==> src/design/mli_pkg.sv <==
package mli_pkg;
	localparam logic [7:0] OFS_CFG = 8'h00;
	localparam logic [7:0] OFS_STATUS = 8'h01;
	localparam logic [7:0] OFS_MASK = 8'h03;
	localparam logic [7:0] OFS_RATE = 8'h07;
	localparam logic [7:0] OFS_DIS = 8'h08;
	localparam logic [7:0] OFS_ONESHOT = 8'h09;
	localparam logic [7:0] OFS_DEEP = 8'h0A;
	localparam logic [7:0] OFS_ADV = 8'h0B;
	localparam logic [7:0] OFS_BUSY = 8'h0C;
	localparam logic [7:0] OFS_READ0 = 8'h20;
	localparam logic [7:0] OFS_READ7 = 8'h27;
	localparam logic [7:0] OFS_LIM0 = 8'h2A;
	localparam logic [7:0] OFS_THOT = 8'h38;
	localparam logic [7:0] OFS_THYST = 8'h39;

	localparam logic [7:0] RST_CFG = 8'h08;
	localparam logic [7:0] RST_STATUS = 8'h00;
	localparam logic [7:0] RST_MASK = 8'h00;
	localparam logic [7:0] RST_RATE = 8'h00;
	localparam logic [7:0] RST_DIS = 8'h00;
	localparam logic [7:0] RST_DEEP = 8'h00;
	localparam logic [7:0] RST_ADV = 8'h00;
	localparam logic [7:0] RST_BUSY = 8'h02;
	localparam logic [7:0] RST_LIM = 8'h00;
	localparam logic [15:0] RST_READ = 16'h0000;

	localparam int CFG_START = 0;
	localparam int CFG_INT_EN = 1;
	localparam int CFG_INT_CLR = 3;
	localparam int CFG_INIT = 7;
	localparam int ADV_REF = 0;
	localparam int ADV_MODE_LO = 1;
	localparam int RATE_CONT = 0;
	localparam int DEEP_EN = 0;
	localparam int BUSY_BUSY = 0;
	localparam int BUSY_NRDY = 1;
	localparam logic [2:0] TEMP_CH = 3'h7;

	localparam int CLK_MHZ = 100;
	localparam int LP_PASS_MS = 728;
	localparam int READY_MS = 33;
	localparam int LP_PASS_CYC = LP_PASS_MS * 1000 * CLK_MHZ;
	localparam int READY_CYC = READY_MS * 1000 * CLK_MHZ;

	typedef enum {S_OFF, S_PICK, S_CONV, S_WAIT} mli_seq_t;
	typedef enum {I_IDLE, I_RX, I_RX_ACK, I_TX, I_TX_ACK} mli_i2c_t;

	function automatic logic chan_used(input logic [1:0] mode, input logic [2:0] ch);
		case (mode)
			2'h2: chan_used = (ch < 3'h4) || (ch == TEMP_CH);
			2'h3: chan_used = (ch < 3'h6) || (ch == TEMP_CH);
			default: chan_used = 1'b1;
		endcase
	endfunction : chan_used

	function automatic logic chan_temp(input logic [1:0] mode, input logic [2:0] ch);
		chan_temp = (ch == TEMP_CH) && (mode != 2'h1);
	endfunction : chan_temp
endpackage : mli_pkg

==> src/design/mli_cmp_if.sv <==
`timescale 1ns/1ps
interface mli_cmp_if;
	logic [15:0] reading;
	logic [7:0] hi_lim;
	logic [7:0] lo_lim;
	logic is_temp;
	logic out_lim;
	logic at_hyst;
	modport src (output reading, output hi_lim, output lo_lim, output is_temp,
		input out_lim, input at_hyst);
	modport cmp (input reading, input hi_lim, input lo_lim, input is_temp,
		output out_lim, output at_hyst);
endinterface : mli_cmp_if

==> src/design/mli_limit_cmp.sv <==
`timescale 1ns/1ps
module mli_limit_cmp (
	mli_cmp_if.cmp cif
);
	logic signed [9:0] t_half;
	logic signed [9:0] hot_half;
	logic signed [9:0] hyst_half;

	// Limits are whole degrees, readings half degrees: scale limits by two
	always_comb begin
		t_half = signed'({cif.reading[8], cif.reading[8:0]});
		hot_half = signed'({cif.hi_lim[7], cif.hi_lim, 1'b0});
		hyst_half = signed'({cif.lo_lim[7], cif.lo_lim, 1'b0});
		if (cif.is_temp) begin
			cif.out_lim = t_half > hot_half;
			cif.at_hyst = t_half <= hyst_half;
		end else begin
			// Voltage limits weigh the top eight bits of the 12-bit code
			cif.out_lim = (cif.reading[11:4] > cif.hi_lim) ||
				(cif.reading[11:4] <= cif.lo_lim);
			cif.at_hyst = 1'b0;
		end
	end
endmodule : mli_limit_cmp

==> src/design/mli_top.sv <==
`timescale 1ns/1ps
// Notes on behaviour
// - Temperature code: 9-bit two's complement, half degree
// - Temperature limits: 8-bit two's complement, whole degree
// - High limit 38h, hysteresis 39h; above high flags
// - Alert low needs clear=0, enable=1, unmasked event
// - Voltage out: above high or at/below low
// - Status read returns then clears; alert releases
// - Clear bit releases alert, halts loop while set
// - Temperature interrupt holds until read or clear
// - Re-raise each temperature conversion until hysteresis plus read
// - Low power: one pass, then shutdown, 728 ms
// - Channel set per mode 0 to 3
// - Any write to 09h starts one pass unless clear bit set
// - Busy register: busy and not-ready, resets 02h
// - Readings read-only 16-bit at 20h to 27h
// - Mask blocks alert only, status unaffected
// - Disabled channels skipped by loop
// - Advanced register picks reference and mode
// - 0Ah deep shutdown enable, 07h conversion rate
// - Status register one bit per channel, resets zero
// - Control resets 08h: clear set, loop stopped
// - Advanced bit 0 reference, bits 2:1 mode
// - Start bit runs loop; low means shutdown, bus alive
module mli_top #(
	parameter logic [6:0] DEV_ADDR = 7'h1D, // Arbitrary bus address
	parameter int LP_PASS_CYCLES = mli_pkg::LP_PASS_CYC,
	parameter int READY_CYCLES = mli_pkg::READY_CYC
) (
	input wire logic core_clk,
	input wire logic rstn,
	input wire logic scl,
	input wire logic sda_i,
	output logic sda_o,
	output logic sda_oe,
	output logic int_n,
	output logic conv_start,
	output logic [2:0] conv_chan,
	output logic conv_temp,
	output logic conv_ref_ext,
	output logic deep_sleep,
	output logic shutdown,
	input wire logic conv_done,
	input wire logic [15:0] conv_data
);
	import mli_pkg::*;

	logic scl_s1, scl_s2, scl_s3, sda_s1, sda_s2, sda_s3;
	mli_i2c_t i_st;
	logic [1:0] byte_no_r;
	logic [3:0] bit_cnt_r;
	logic [7:0] sh_r, tx_r, ptr_r, rd_val, wr_dat_r;
	logic rw_r, hi_sel_r, sda_oe_r, wr_stb_r, rd_load_r;
	logic [7:0] cfg_r, status_r, mask_r, rate_r, dis_r, deep_r, adv_r, set_vec;
	logic [7:0] lim_r [16];
	logic [15:0] rd_r [8];
	mli_seq_t seq_st, pass_end_st;
	logic [2:0] ch_r, conv_chan_r;
	logic [31:0] tmr_r, rdy_cnt_r;
	logic conv_start_r, conv_temp_r, shut_r, int_n_r, nrdy_r, os_pend_r, os_act_r;
	logic temp_hot_r, hyst_rd_r;
	logic [1:0] mode;
	logic scl_rise, scl_fall, bus_start, bus_stop, soft_init, st_rd, os_wr;
	logic run_ok, cur_temp, conv_fin, temp_done, busy;

	mli_cmp_if cif ();
	mli_limit_cmp u_cmp (.cif(cif));

	// Bus pins come from another domain: two flops before any use
	always_ff @(posedge core_clk or negedge rstn) begin
		if (!rstn) begin
			{scl_s1, scl_s2, scl_s3} <= 3'h7;
			{sda_s1, sda_s2, sda_s3} <= 3'h7;
		end else begin
			{scl_s1, scl_s2, scl_s3} <= {scl, scl_s1, scl_s2};
			{sda_s1, sda_s2, sda_s3} <= {sda_i, sda_s1, sda_s2};
		end
	end

	assign scl_rise = scl_s2 & ~scl_s3;
	assign scl_fall = ~scl_s2 & scl_s3;
	assign bus_start = scl_s2 & scl_s3 & sda_s3 & ~sda_s2;
	assign bus_stop = scl_s2 & scl_s3 & ~sda_s3 & sda_s2;
	assign mode = adv_r[ADV_MODE_LO +: 2];
	assign soft_init = wr_stb_r && (ptr_r == OFS_CFG) && wr_dat_r[CFG_INIT];
	assign st_rd = rd_load_r && (ptr_r == OFS_STATUS);
	assign os_wr = wr_stb_r && (ptr_r == OFS_ONESHOT);
	assign run_ok = cfg_r[CFG_START] && !cfg_r[CFG_INT_CLR];
	assign cur_temp = chan_temp(mode, ch_r);
	assign conv_fin = (seq_st == S_CONV) && conv_done;
	assign temp_done = conv_fin && cur_temp;
	assign busy = (seq_st == S_PICK) || (seq_st == S_CONV);

	// Register read view; one-shot and unmapped offsets read zero
	always_comb begin
		rd_val = 8'h00;
		case (ptr_r)
			OFS_CFG: rd_val = cfg_r;
			OFS_STATUS: rd_val = status_r;
			OFS_MASK: rd_val = mask_r;
			OFS_RATE: rd_val = rate_r;
			OFS_DIS: rd_val = dis_r;
			OFS_DEEP: rd_val = deep_r;
			OFS_ADV: rd_val = adv_r;
			OFS_BUSY: rd_val = {6'h00, nrdy_r, busy};
			default: begin
				if (ptr_r >= OFS_READ0 && ptr_r <= OFS_READ7) begin
					rd_val = hi_sel_r ? rd_r[ptr_r[2:0]][15:8] : rd_r[ptr_r[2:0]][7:0];
				end else if (ptr_r >= OFS_LIM0 && ptr_r <= OFS_THYST) begin
					rd_val = lim_r[4'(ptr_r - OFS_LIM0)];
				end
			end
		endcase
	end

	// Serial target: address, pointer, then data bytes
	always_ff @(posedge core_clk or negedge rstn) begin
		if (!rstn) begin
			i_st <= I_IDLE;
			byte_no_r <= 2'h0;
			bit_cnt_r <= 4'h0;
			sh_r <= 8'h00;
			tx_r <= 8'h00;
			ptr_r <= 8'h00;
			rw_r <= 1'b0;
			hi_sel_r <= 1'b1;
			sda_oe_r <= 1'b0;
			wr_stb_r <= 1'b0;
			wr_dat_r <= 8'h00;
			rd_load_r <= 1'b0;
		end else begin
			wr_stb_r <= 1'b0;
			rd_load_r <= 1'b0;
			if (bus_start) begin
				i_st <= I_RX;
				byte_no_r <= 2'h0;
				bit_cnt_r <= 4'h0;
				hi_sel_r <= 1'b1;
				sda_oe_r <= 1'b0;
			end else if (bus_stop) begin
				i_st <= I_IDLE;
				sda_oe_r <= 1'b0;
			end else begin
				case (i_st)
					I_RX: begin
						if (scl_rise) begin
							sh_r <= {sh_r[6:0], sda_s2};
							bit_cnt_r <= bit_cnt_r + 4'h1;
						end else if (scl_fall && bit_cnt_r == 4'h8) begin
							if (byte_no_r == 2'h0 && sh_r[7:1] != DEV_ADDR) begin
								i_st <= I_IDLE;
							end else begin
								sda_oe_r <= 1'b1;
								i_st <= I_RX_ACK;
							end
							if (byte_no_r == 2'h0) begin
								rw_r <= sh_r[0];
							end else if (byte_no_r == 2'h1) begin
								ptr_r <= sh_r;
								hi_sel_r <= 1'b1;
							end else begin
								wr_stb_r <= 1'b1;
								wr_dat_r <= sh_r;
							end
						end
					end
					I_RX_ACK: begin
						if (scl_fall) begin
							bit_cnt_r <= 4'h0;
							if (byte_no_r != 2'h2) begin
								byte_no_r <= byte_no_r + 2'h1;
							end
							if (byte_no_r == 2'h0 && rw_r) begin
								tx_r <= rd_val;
								sda_oe_r <= ~rd_val[7];
								rd_load_r <= 1'b1;
								hi_sel_r <= ~hi_sel_r;
								i_st <= I_TX;
							end else begin
								sda_oe_r <= 1'b0;
								i_st <= I_RX;
							end
						end
					end
					I_TX: begin
						if (scl_fall) begin
							if (bit_cnt_r == 4'h7) begin
								sda_oe_r <= 1'b0;
								i_st <= I_TX_ACK;
							end else begin
								tx_r <= {tx_r[6:0], 1'b0};
								sda_oe_r <= ~tx_r[6];
								bit_cnt_r <= bit_cnt_r + 4'h1;
							end
						end
					end
					I_TX_ACK: begin
						if (scl_rise && sda_s2) begin
							i_st <= I_IDLE;
						end else if (scl_fall) begin
							tx_r <= rd_val;
							sda_oe_r <= ~rd_val[7];
							rd_load_r <= 1'b1;
							hi_sel_r <= ~hi_sel_r;
							bit_cnt_r <= 4'h0;
							i_st <= I_TX;
						end
					end
					default: i_st <= I_IDLE;
				endcase
			end
		end
	end

	// Control registers; soft init leaves readings and limits alone
	always_ff @(posedge core_clk or negedge rstn) begin
		if (!rstn) begin
			cfg_r <= RST_CFG;
			mask_r <= RST_MASK;
			rate_r <= RST_RATE;
			dis_r <= RST_DIS;
			deep_r <= RST_DEEP;
			adv_r <= RST_ADV;
		end else if (soft_init) begin
			cfg_r <= RST_CFG;
			mask_r <= RST_MASK;
			rate_r <= RST_RATE;
			dis_r <= RST_DIS;
			deep_r <= RST_DEEP;
			adv_r <= RST_ADV;
		end else if (wr_stb_r) begin
			case (ptr_r)
				OFS_CFG: cfg_r <= wr_dat_r;
				OFS_MASK: mask_r <= wr_dat_r;
				OFS_RATE: rate_r <= wr_dat_r;
				OFS_DIS: dis_r <= wr_dat_r;
				OFS_DEEP: deep_r <= wr_dat_r;
				OFS_ADV: adv_r <= wr_dat_r;
				default: ;
			endcase
		end
	end

	genvar g;
	generate
		for (g = 0; g < 16; g++) begin : g_lim
			always_ff @(posedge core_clk or negedge rstn) begin
				if (!rstn) begin
					lim_r[g] <= RST_LIM;
				end else if (wr_stb_r && ptr_r == 8'(OFS_LIM0 + g)) begin
					lim_r[g] <= wr_dat_r;
				end
			end
		end
		for (g = 0; g < 8; g++) begin : g_read
			always_ff @(posedge core_clk or negedge rstn) begin
				if (!rstn) begin
					rd_r[g] <= RST_READ;
				end else if (conv_fin && ch_r == 3'(g)) begin
					rd_r[g] <= conv_data;
				end
			end
		end
	endgenerate

	// Each channel owns a limit pair at its even/odd slot
	assign cif.reading = conv_data;
	assign cif.hi_lim = lim_r[{ch_r, 1'b0}];
	assign cif.lo_lim = lim_r[{ch_r, 1'b1}];
	assign cif.is_temp = cur_temp;

	always_comb begin
		set_vec = 8'h00;
		if (conv_fin) begin
			if (cur_temp) begin
				// Stays raised while hot until cooled and acknowledged
				set_vec[ch_r] = cif.out_lim ||
					(temp_hot_r && !(cif.at_hyst && hyst_rd_r));
			end else begin
				set_vec[ch_r] = cif.out_lim;
			end
		end
	end

	// New events win over a read in the same cycle
	always_ff @(posedge core_clk or negedge rstn) begin
		if (!rstn) begin
			status_r <= RST_STATUS;
		end else if (soft_init) begin
			status_r <= RST_STATUS;
		end else begin
			status_r <= (status_r & ~{8{st_rd}}) | set_vec;
		end
	end

	always_ff @(posedge core_clk or negedge rstn) begin
		if (!rstn) begin
			temp_hot_r <= 1'b0;
			hyst_rd_r <= 1'b0;
		end else begin
			hyst_rd_r <= st_rd | (hyst_rd_r & ~temp_done);
			if (temp_done && cif.out_lim) begin
				temp_hot_r <= 1'b1;
			end else if (temp_done && cif.at_hyst && hyst_rd_r) begin
				temp_hot_r <= 1'b0;
			end
		end
	end

	always_ff @(posedge core_clk or negedge rstn) begin
		if (!rstn) begin
			int_n_r <= 1'b1;
		end else begin
			int_n_r <= ~(~cfg_r[CFG_INT_CLR] & cfg_r[CFG_INT_EN] &
				(|(status_r & ~mask_r)));
		end
	end

	// Not-ready covers the power-up settling time
	always_ff @(posedge core_clk or negedge rstn) begin
		if (!rstn) begin
			nrdy_r <= RST_BUSY[BUSY_NRDY];
			rdy_cnt_r <= 32'h0;
		end else if (nrdy_r) begin
			rdy_cnt_r <= rdy_cnt_r + 32'h1;
			nrdy_r <= rdy_cnt_r < 32'(READY_CYCLES - 1);
		end
	end

	always_ff @(posedge core_clk or negedge rstn) begin
		if (!rstn) begin
			os_pend_r <= 1'b0;
		end else begin
			os_pend_r <= os_wr | (os_pend_r & ~(seq_st == S_OFF || seq_st == S_WAIT));
		end
	end

	always_comb begin
		if (os_act_r || !run_ok) begin
			pass_end_st = S_OFF;
		end else if (rate_r[RATE_CONT]) begin
			pass_end_st = S_PICK;
		end else begin
			pass_end_st = S_WAIT;
		end
	end

	// Round-robin sequencer; channel 7 closes a pass and wraps to 0
	always_ff @(posedge core_clk or negedge rstn) begin
		if (!rstn) begin
			seq_st <= S_OFF;
			ch_r <= 3'h0;
			tmr_r <= 32'h0;
			os_act_r <= 1'b0;
			conv_start_r <= 1'b0;
			conv_chan_r <= 3'h0;
			conv_temp_r <= 1'b0;
			shut_r <= 1'b1;
		end else begin
			conv_start_r <= 1'b0;
			tmr_r <= tmr_r + 32'h1;
			shut_r <= (seq_st == S_OFF) || (seq_st == S_WAIT);
			case (seq_st)
				S_OFF: begin
					if (run_ok || os_pend_r) begin
						seq_st <= S_PICK;
						ch_r <= 3'h0;
						tmr_r <= 32'h0;
						os_act_r <= ~run_ok;
					end
				end
				S_PICK: begin
					if (cfg_r[CFG_INT_CLR]) begin
						seq_st <= S_OFF;
					end else if (chan_used(mode, ch_r) && !dis_r[ch_r]) begin
						conv_start_r <= 1'b1;
						conv_chan_r <= ch_r;
						conv_temp_r <= cur_temp;
						seq_st <= S_CONV;
					end else begin
						ch_r <= ch_r + 3'h1;
						if (ch_r == TEMP_CH) begin
							seq_st <= pass_end_st;
						end
					end
				end
				S_CONV: begin
					if (conv_done) begin
						ch_r <= ch_r + 3'h1;
						seq_st <= (ch_r == TEMP_CH) ? pass_end_st : S_PICK;
					end
				end
				S_WAIT: begin
					if (!run_ok && !os_pend_r) begin
						seq_st <= S_OFF;
					end else if (os_pend_r || tmr_r >= 32'(LP_PASS_CYCLES - 1)) begin
						seq_st <= S_PICK;
						ch_r <= 3'h0;
						tmr_r <= 32'h0;
						os_act_r <= ~run_ok;
					end
				end
				default: seq_st <= S_OFF;
			endcase
		end
	end

	assign sda_o = 1'b0;
	assign sda_oe = sda_oe_r;
	assign int_n = int_n_r;
	assign conv_start = conv_start_r;
	assign conv_chan = conv_chan_r;
	assign conv_temp = conv_temp_r;
	assign conv_ref_ext = adv_r[ADV_REF];
	assign deep_sleep = deep_r[DEEP_EN];
	assign shutdown = shut_r;

	chk_int_gate: assert property (@(posedge core_clk) disable iff (!rstn)
		!int_n |-> $past(!cfg_r[CFG_INT_CLR] && cfg_r[CFG_INT_EN] && (|(status_r & ~mask_r))))
		else $error("alert low without its three conditions");
	chk_clear_releases: assert property (@(posedge core_clk) disable iff (!rstn)
		cfg_r[CFG_INT_CLR] |=> int_n)
		else $error("alert held while clear bit set");
	chk_halt_loop: assert property (@(posedge core_clk) disable iff (!rstn)
		cfg_r[CFG_INT_CLR] && seq_st == S_PICK |=> seq_st == S_OFF && !conv_start)
		else $error("loop not halted by clear bit");
	chk_read_clears: assert property (@(posedge core_clk) disable iff (!rstn)
		st_rd && set_vec == 8'h00 |=> status_r == 8'h00 ##1 int_n)
		else $error("status read did not clear status and alert");
	chk_mask_blocks: assert property (@(posedge core_clk) disable iff (!rstn)
		(status_r & ~mask_r) == 8'h00 |=> int_n)
		else $error("masked status reached alert");
	chk_sticky_bits: assert property (@(posedge core_clk) disable iff (!rstn)
		!st_rd && !soft_init |=> (status_r & $past(status_r)) == $past(status_r))
		else $error("status bit lost without read");
	chk_temp_event: assert property (@(posedge core_clk) disable iff (!rstn)
		temp_done && cif.out_lim |=> status_r[TEMP_CH] && temp_hot_r)
		else $error("hot reading did not flag");
	chk_temp_repeat: assert property (@(posedge core_clk) disable iff (!rstn)
		temp_done && temp_hot_r && !(cif.at_hyst && hyst_rd_r) |=> status_r[TEMP_CH])
		else $error("temperature event not raised again");
	chk_volt_low: assert property (@(posedge core_clk) disable iff (!rstn)
		conv_fin && !cur_temp && conv_data[11:4] <= cif.lo_lim |=> status_r[$past(ch_r)])
		else $error("voltage at low limit not flagged");
	chk_temp_scale: assert property (@(posedge core_clk) disable iff (!rstn)
		cur_temp && conv_data[8:0] == 9'h001 && cif.hi_lim == 8'h00 |-> cif.out_lim)
		else $error("half degree not above zero limit");
	chk_neg_limit: assert property (@(posedge core_clk) disable iff (!rstn)
		cur_temp && conv_data[8:0] == 9'h1FE && cif.hi_lim == 8'hFF |-> !cif.out_lim)
		else $error("minus one degree misread against limit");
	chk_skip_disabled: assert property (@(posedge core_clk) disable iff (!rstn)
		conv_start |-> !dis_r[conv_chan])
		else $error("disabled channel converted");
	chk_mode_chans: assert property (@(posedge core_clk) disable iff (!rstn)
		conv_start |-> chan_used(mode, conv_chan) && conv_temp == chan_temp(mode, conv_chan))
		else $error("channel outside current mode");
	chk_oneshot_go: assert property (@(posedge core_clk) disable iff (!rstn)
		os_wr && seq_st == S_OFF && !run_ok && !os_pend_r |-> ##2 seq_st == S_PICK)
		else $error("one-shot write did not start a pass");
	chk_stay_off: assert property (@(posedge core_clk) disable iff (!rstn)
		seq_st == S_OFF && !cfg_r[CFG_START] && !os_pend_r |=> seq_st == S_OFF)
		else $error("loop ran with start low");

	cov_temp_event: cover property (@(posedge core_clk) disable iff (!rstn)
		temp_done && cif.out_lim ##[1:50] !int_n);
	cov_status_read: cover property (@(posedge core_clk) disable iff (!rstn)
		st_rd && status_r != 8'h00);
	cov_low_power: cover property (@(posedge core_clk) disable iff (!rstn)
		seq_st == S_WAIT ##1 seq_st == S_PICK);
	cov_oneshot: cover property (@(posedge core_clk) disable iff (!rstn)
		os_wr ##[1:4] conv_start);
endmodule : mli_top

==> config.mk <==
export PLATFORM = sky130hd
export DESIGN_NAME = mli_top
export DESIGN_NICKNAME = d
export VERILOG_FILES = /design/src/design/mli_pkg.sv /design/src/design/mli_cmp_if.sv /design/src/design/mli_limit_cmp.sv /design/src/design/mli_top.sv
export SDC_FILE = /design/constraint.sdc
export NUM_CORES = 1
export LEC_CHECK = 0
export BUFFER_PORTS_ARGS = -buffer_cell sky130_fd_sc_hd__buf_2
export CORE_UTILIZATION = 25
export DETAILED_ROUTE_END_ITERATION = 8
export PLACE_DENSITY_LB_ADDON = 0.1
export SYNTH_ARGS = -nofsm -noshare
export SYNTH_HDL_FRONTEND = slang
export SYNTH_HIERARCHICAL = 1
export SYNTH_SLANG_ARGS = --single-unit
==> constraint.sdc <==
create_clock -name core_clk -period 4.9 [get_ports core_clk]
set_clock_uncertainty 0.05 [all_clocks]
set_input_delay 0.49 -clock core_clk [delete_from_list [all_inputs] [get_ports core_clk]]
set_output_delay 0.49 -clock core_clk [all_outputs]
set_load 0.01 [all_outputs]
==> key figures <==
Final layout
  • Fin nets: 1990
  • Non-Filler Instances: 3141
  • Commonest non-fill, non-tap cells in the layout: dfrtp_1 (429), mux2_2 (304), nand2_1 (176)
  • Most common cell after layout, fill and taps aside: dfrtp_1
  • FILL cells: roughly 9200
  • Share of layout cells above drive strength 1: 0.299
  • Fin area: approximately 26000 um^2
  • Area grow syn2layout: 15.2%

Yosys
  • Simple logic cell fraction of the synthesized area: 0.107
  • Number of synthesized flops with an enable pin: 0
  • Ys async rst share: 1.00
  • Synth Area in Compound Gates: 0.0684
  • Main flop type after synthesis: dfrtp_1
  • Mean Syn Cell Area: 12.1 um^2
  • Cell Area, Synth: ~23000 um^2
  • Cell variety after synth: 91
  • Synth warnings: 6
  • Largest family of logic cells by synthesized area: multiplexers
  • Sequential share of the synthesized area: 0.486
  • Mapped Cells: around 1900
  • Multiplexer share of the synthesized area: 0.258
  • Adder-Cell Fraction of Synth Area: 0.0278
  • FF+latch count, synth: approximately 440
  • Xor/xnor share of the synthesized area: 0.0248
  • Synth Net Count: 1962

Critical path
  • Reg2reg setup slack: just under 0.9 ns
  • Crit-path max FO: 16
  • CP arrival: 4.54 ns
  • Worst EP required: 5.40 ns
  • Kind of critical path: flop to flop
  • CP endpoint kind: flop
  • Critical path launch point type: flop

Drt
  • Wl on met1: 34600 um
  • Metal2 WL: 34100 um
  • Wire length on met3: 2810 um
  • Top layer in use: met4
  • Via Count: roughly 15000
  • Post-DR vias/cell: 4.92
  • 1st-iter DRT viols: 948
  • Routed WL: 73900 um
  • Mean routed wirelength per cell: ~24 um
  • Drt first pass iters: 5
  • Drt drc: 0
  • Number of antenna-violating nets in the routed design: 0

Floorplan
  • Starting Density: 0.253
  • Die Y: 305 um
  • DIE WIDTH: 305 um
  • Num rows: 110
  • Core Area: around 90000 um^2
  • # IOs: 32
  • Die area: between 90000 and 100000 um^2

Global routing
  • Largest net degree at the start of global routing: 119
  • First-pass GRT wire length: 112000 um
  • Initial antenna violation count: 7
  • Grt ovf: 0
  • Vias in the first global route: ~16000
  • Tot GR Track Use: 0.160

STA
  • Hold Vio Cnt, Final: 0
  • Slew margin rel.: 0.254
  • Worst slew pin tran: 1.12 ns
  • Fin Setup TNS: 0 ns
  • RSZ-0062 raised after global routing: false
  • Crit share post-route: 0.823
  • Fmax: 0.248 GHz
  • Fin crit period: 4.04 ns
  • Final setup fails: 0
  • Slew Limit Fails: 0

Clock tree
  • TritonCTS Buffers: 55
  • Clock Sinks: 444
  • Clk Latency, worst-skew pair: about 0.63 ns
  • CTS tree: yes
  • H-tree depth: 2
  • CTS Root Cell: clkbuf_16
  • Post_cts resized: 0
  • Clk buf depth: 3
  • Post-CTS setup buffers: 0
  • Clk slew on worst S/H paths: 0.06 ns

Placement
  • IO Port Bufs: 30
  • RePlAce Congestion: between 0.8 and 0.9
  • HPWL after DPL: around 50000 um
  • Post-Place Cell Area: roughly 24000 um^2
  • Inst Count DP: slightly above 3000

Power
  • VDD IR-drop max: 0.280 mV
  • Final Total Pwr: 8.19 mW
  • PwrDens: just over 300 nW/um^2
  • Leakage: 11.9 nW

Status
  • Status: finished clean

Run
  • MaxCap Viol Count: 0

Min path
  • Class of the worst hold path: input port to flop
## synth_stat cells (21+ instances only)
master    instances  area share
mux2i_1          42       0.018
xnor2_1          38       0.015
clkbuf_1         57      0.0093
nor3_1           27      0.0059
nand3_1          43      0.0094
nand2_1         176       0.029
a21oi_1          35      0.0076
nand4_1          21      0.0057
nor2_1          110       0.018
buf_2            21      0.0046
ha_1             51       0.028
inv_1            53      0.0087
dfrtp_1         433        0.47
mux4_2           86       0.085
xor2_1           27       0.010
mux2_2          304        0.15
o21ai_0          76       0.017
nor2b_1          33      0.0090
## worst max-delay path, cell delays in order, from the launching register on
cell and delay [ns]:
dfrtp_1 0.89, inv_1 0.60, nand2_1 0.18, nand2_1 0.11, inv_1 0.11, ha_1 0.25
nor2b_1 0.14, o211ai_2 0.13, a21oi_1 0.08, a211o_1 0.28, a32oi_1 0.33, a31oi_1 0.16
nor3_1 0.41, a22oi_1 0.13, nor2_1 0.13
## sequential cells by signal, summed over array words and instances, names as in the netlist, 32 cells and up
| name | cells |
|---|---|
| lim_r | 128 |
| rd_r | 128 |
| rdy_cnt_r | 32 |
| tmr_r | 32 |
## path summary, 6_finish.rpt
path,from,cells past startpoint,end
max in group asynchronous,rstn,3,lim_r[13]
worst max-delay path,ch_r[1],14,status_r[5]
worst min register to register,scl_s1,0,scl_s2
worst max register to register,ch_r[1],14,status_r[5]
min in group asynchronous,rstn,2,rdy_cnt_r[17]
worst min-delay path,conv_data[13],2,rd_r[109]
## cells by family after synthesis
group / Yosys count
AO/OA/AOI/OAI: 235
XOR/XNOR: 65
adder cells (fa/ha/maj): 51
buffers and inverters: 152
flip-flops: 444
multiplexers: 437
other: 1
AND/OR/NAND/NOR: 505
## where the power goes
group | internal, mW | switching (mW)
sequential | 3.69 | 0.0210
clock | 2.56 | 1.71
combinational | 0.0576 | 0.153
total | 6.31 | 1.89
## stage by stage
step / setup slack (ns) / utilization / hold slack (ns)
after global placement: 0.848 / 0.270 / 0.300
after global routing: 0.489 / 0.292 / 0.146
after detailed placement: 0.804 / 0.270 / 0.303
after floorplan: 1.21 / - / 0.144
after CTS: 0.776 / 0.292 / 0.125
final: 0.865 / 0.292 / 0.165
## routing by layer
metal  vias to the layer above  track usage
li1                       6968            -
met1                      8116        0.220
met2                       278        0.255
met3                       104       0.0268
met4                         0       0.0537
met5                         -            0
## cell type report
class                   instances  area, um^2  area share
repair buffers                 69         510      0.0193
clock inverters                21         325      0.0123
multi-input cells            1294       11200       0.423
inverters                      54         203     0.00768
diodes                          3        7.51    0.000284
flip-flops and latches        444       11100       0.422
clock buffers                  80        1580      0.0599
well taps                    1176        1470      0.0557
## timing repair
item	in CTS	in global routing
hold buffers	3	0
endpoints found under the setup margin	0	0
hold endpoints to repair	80	0
No activity file was read; power rests on OpenSTA's default activity.
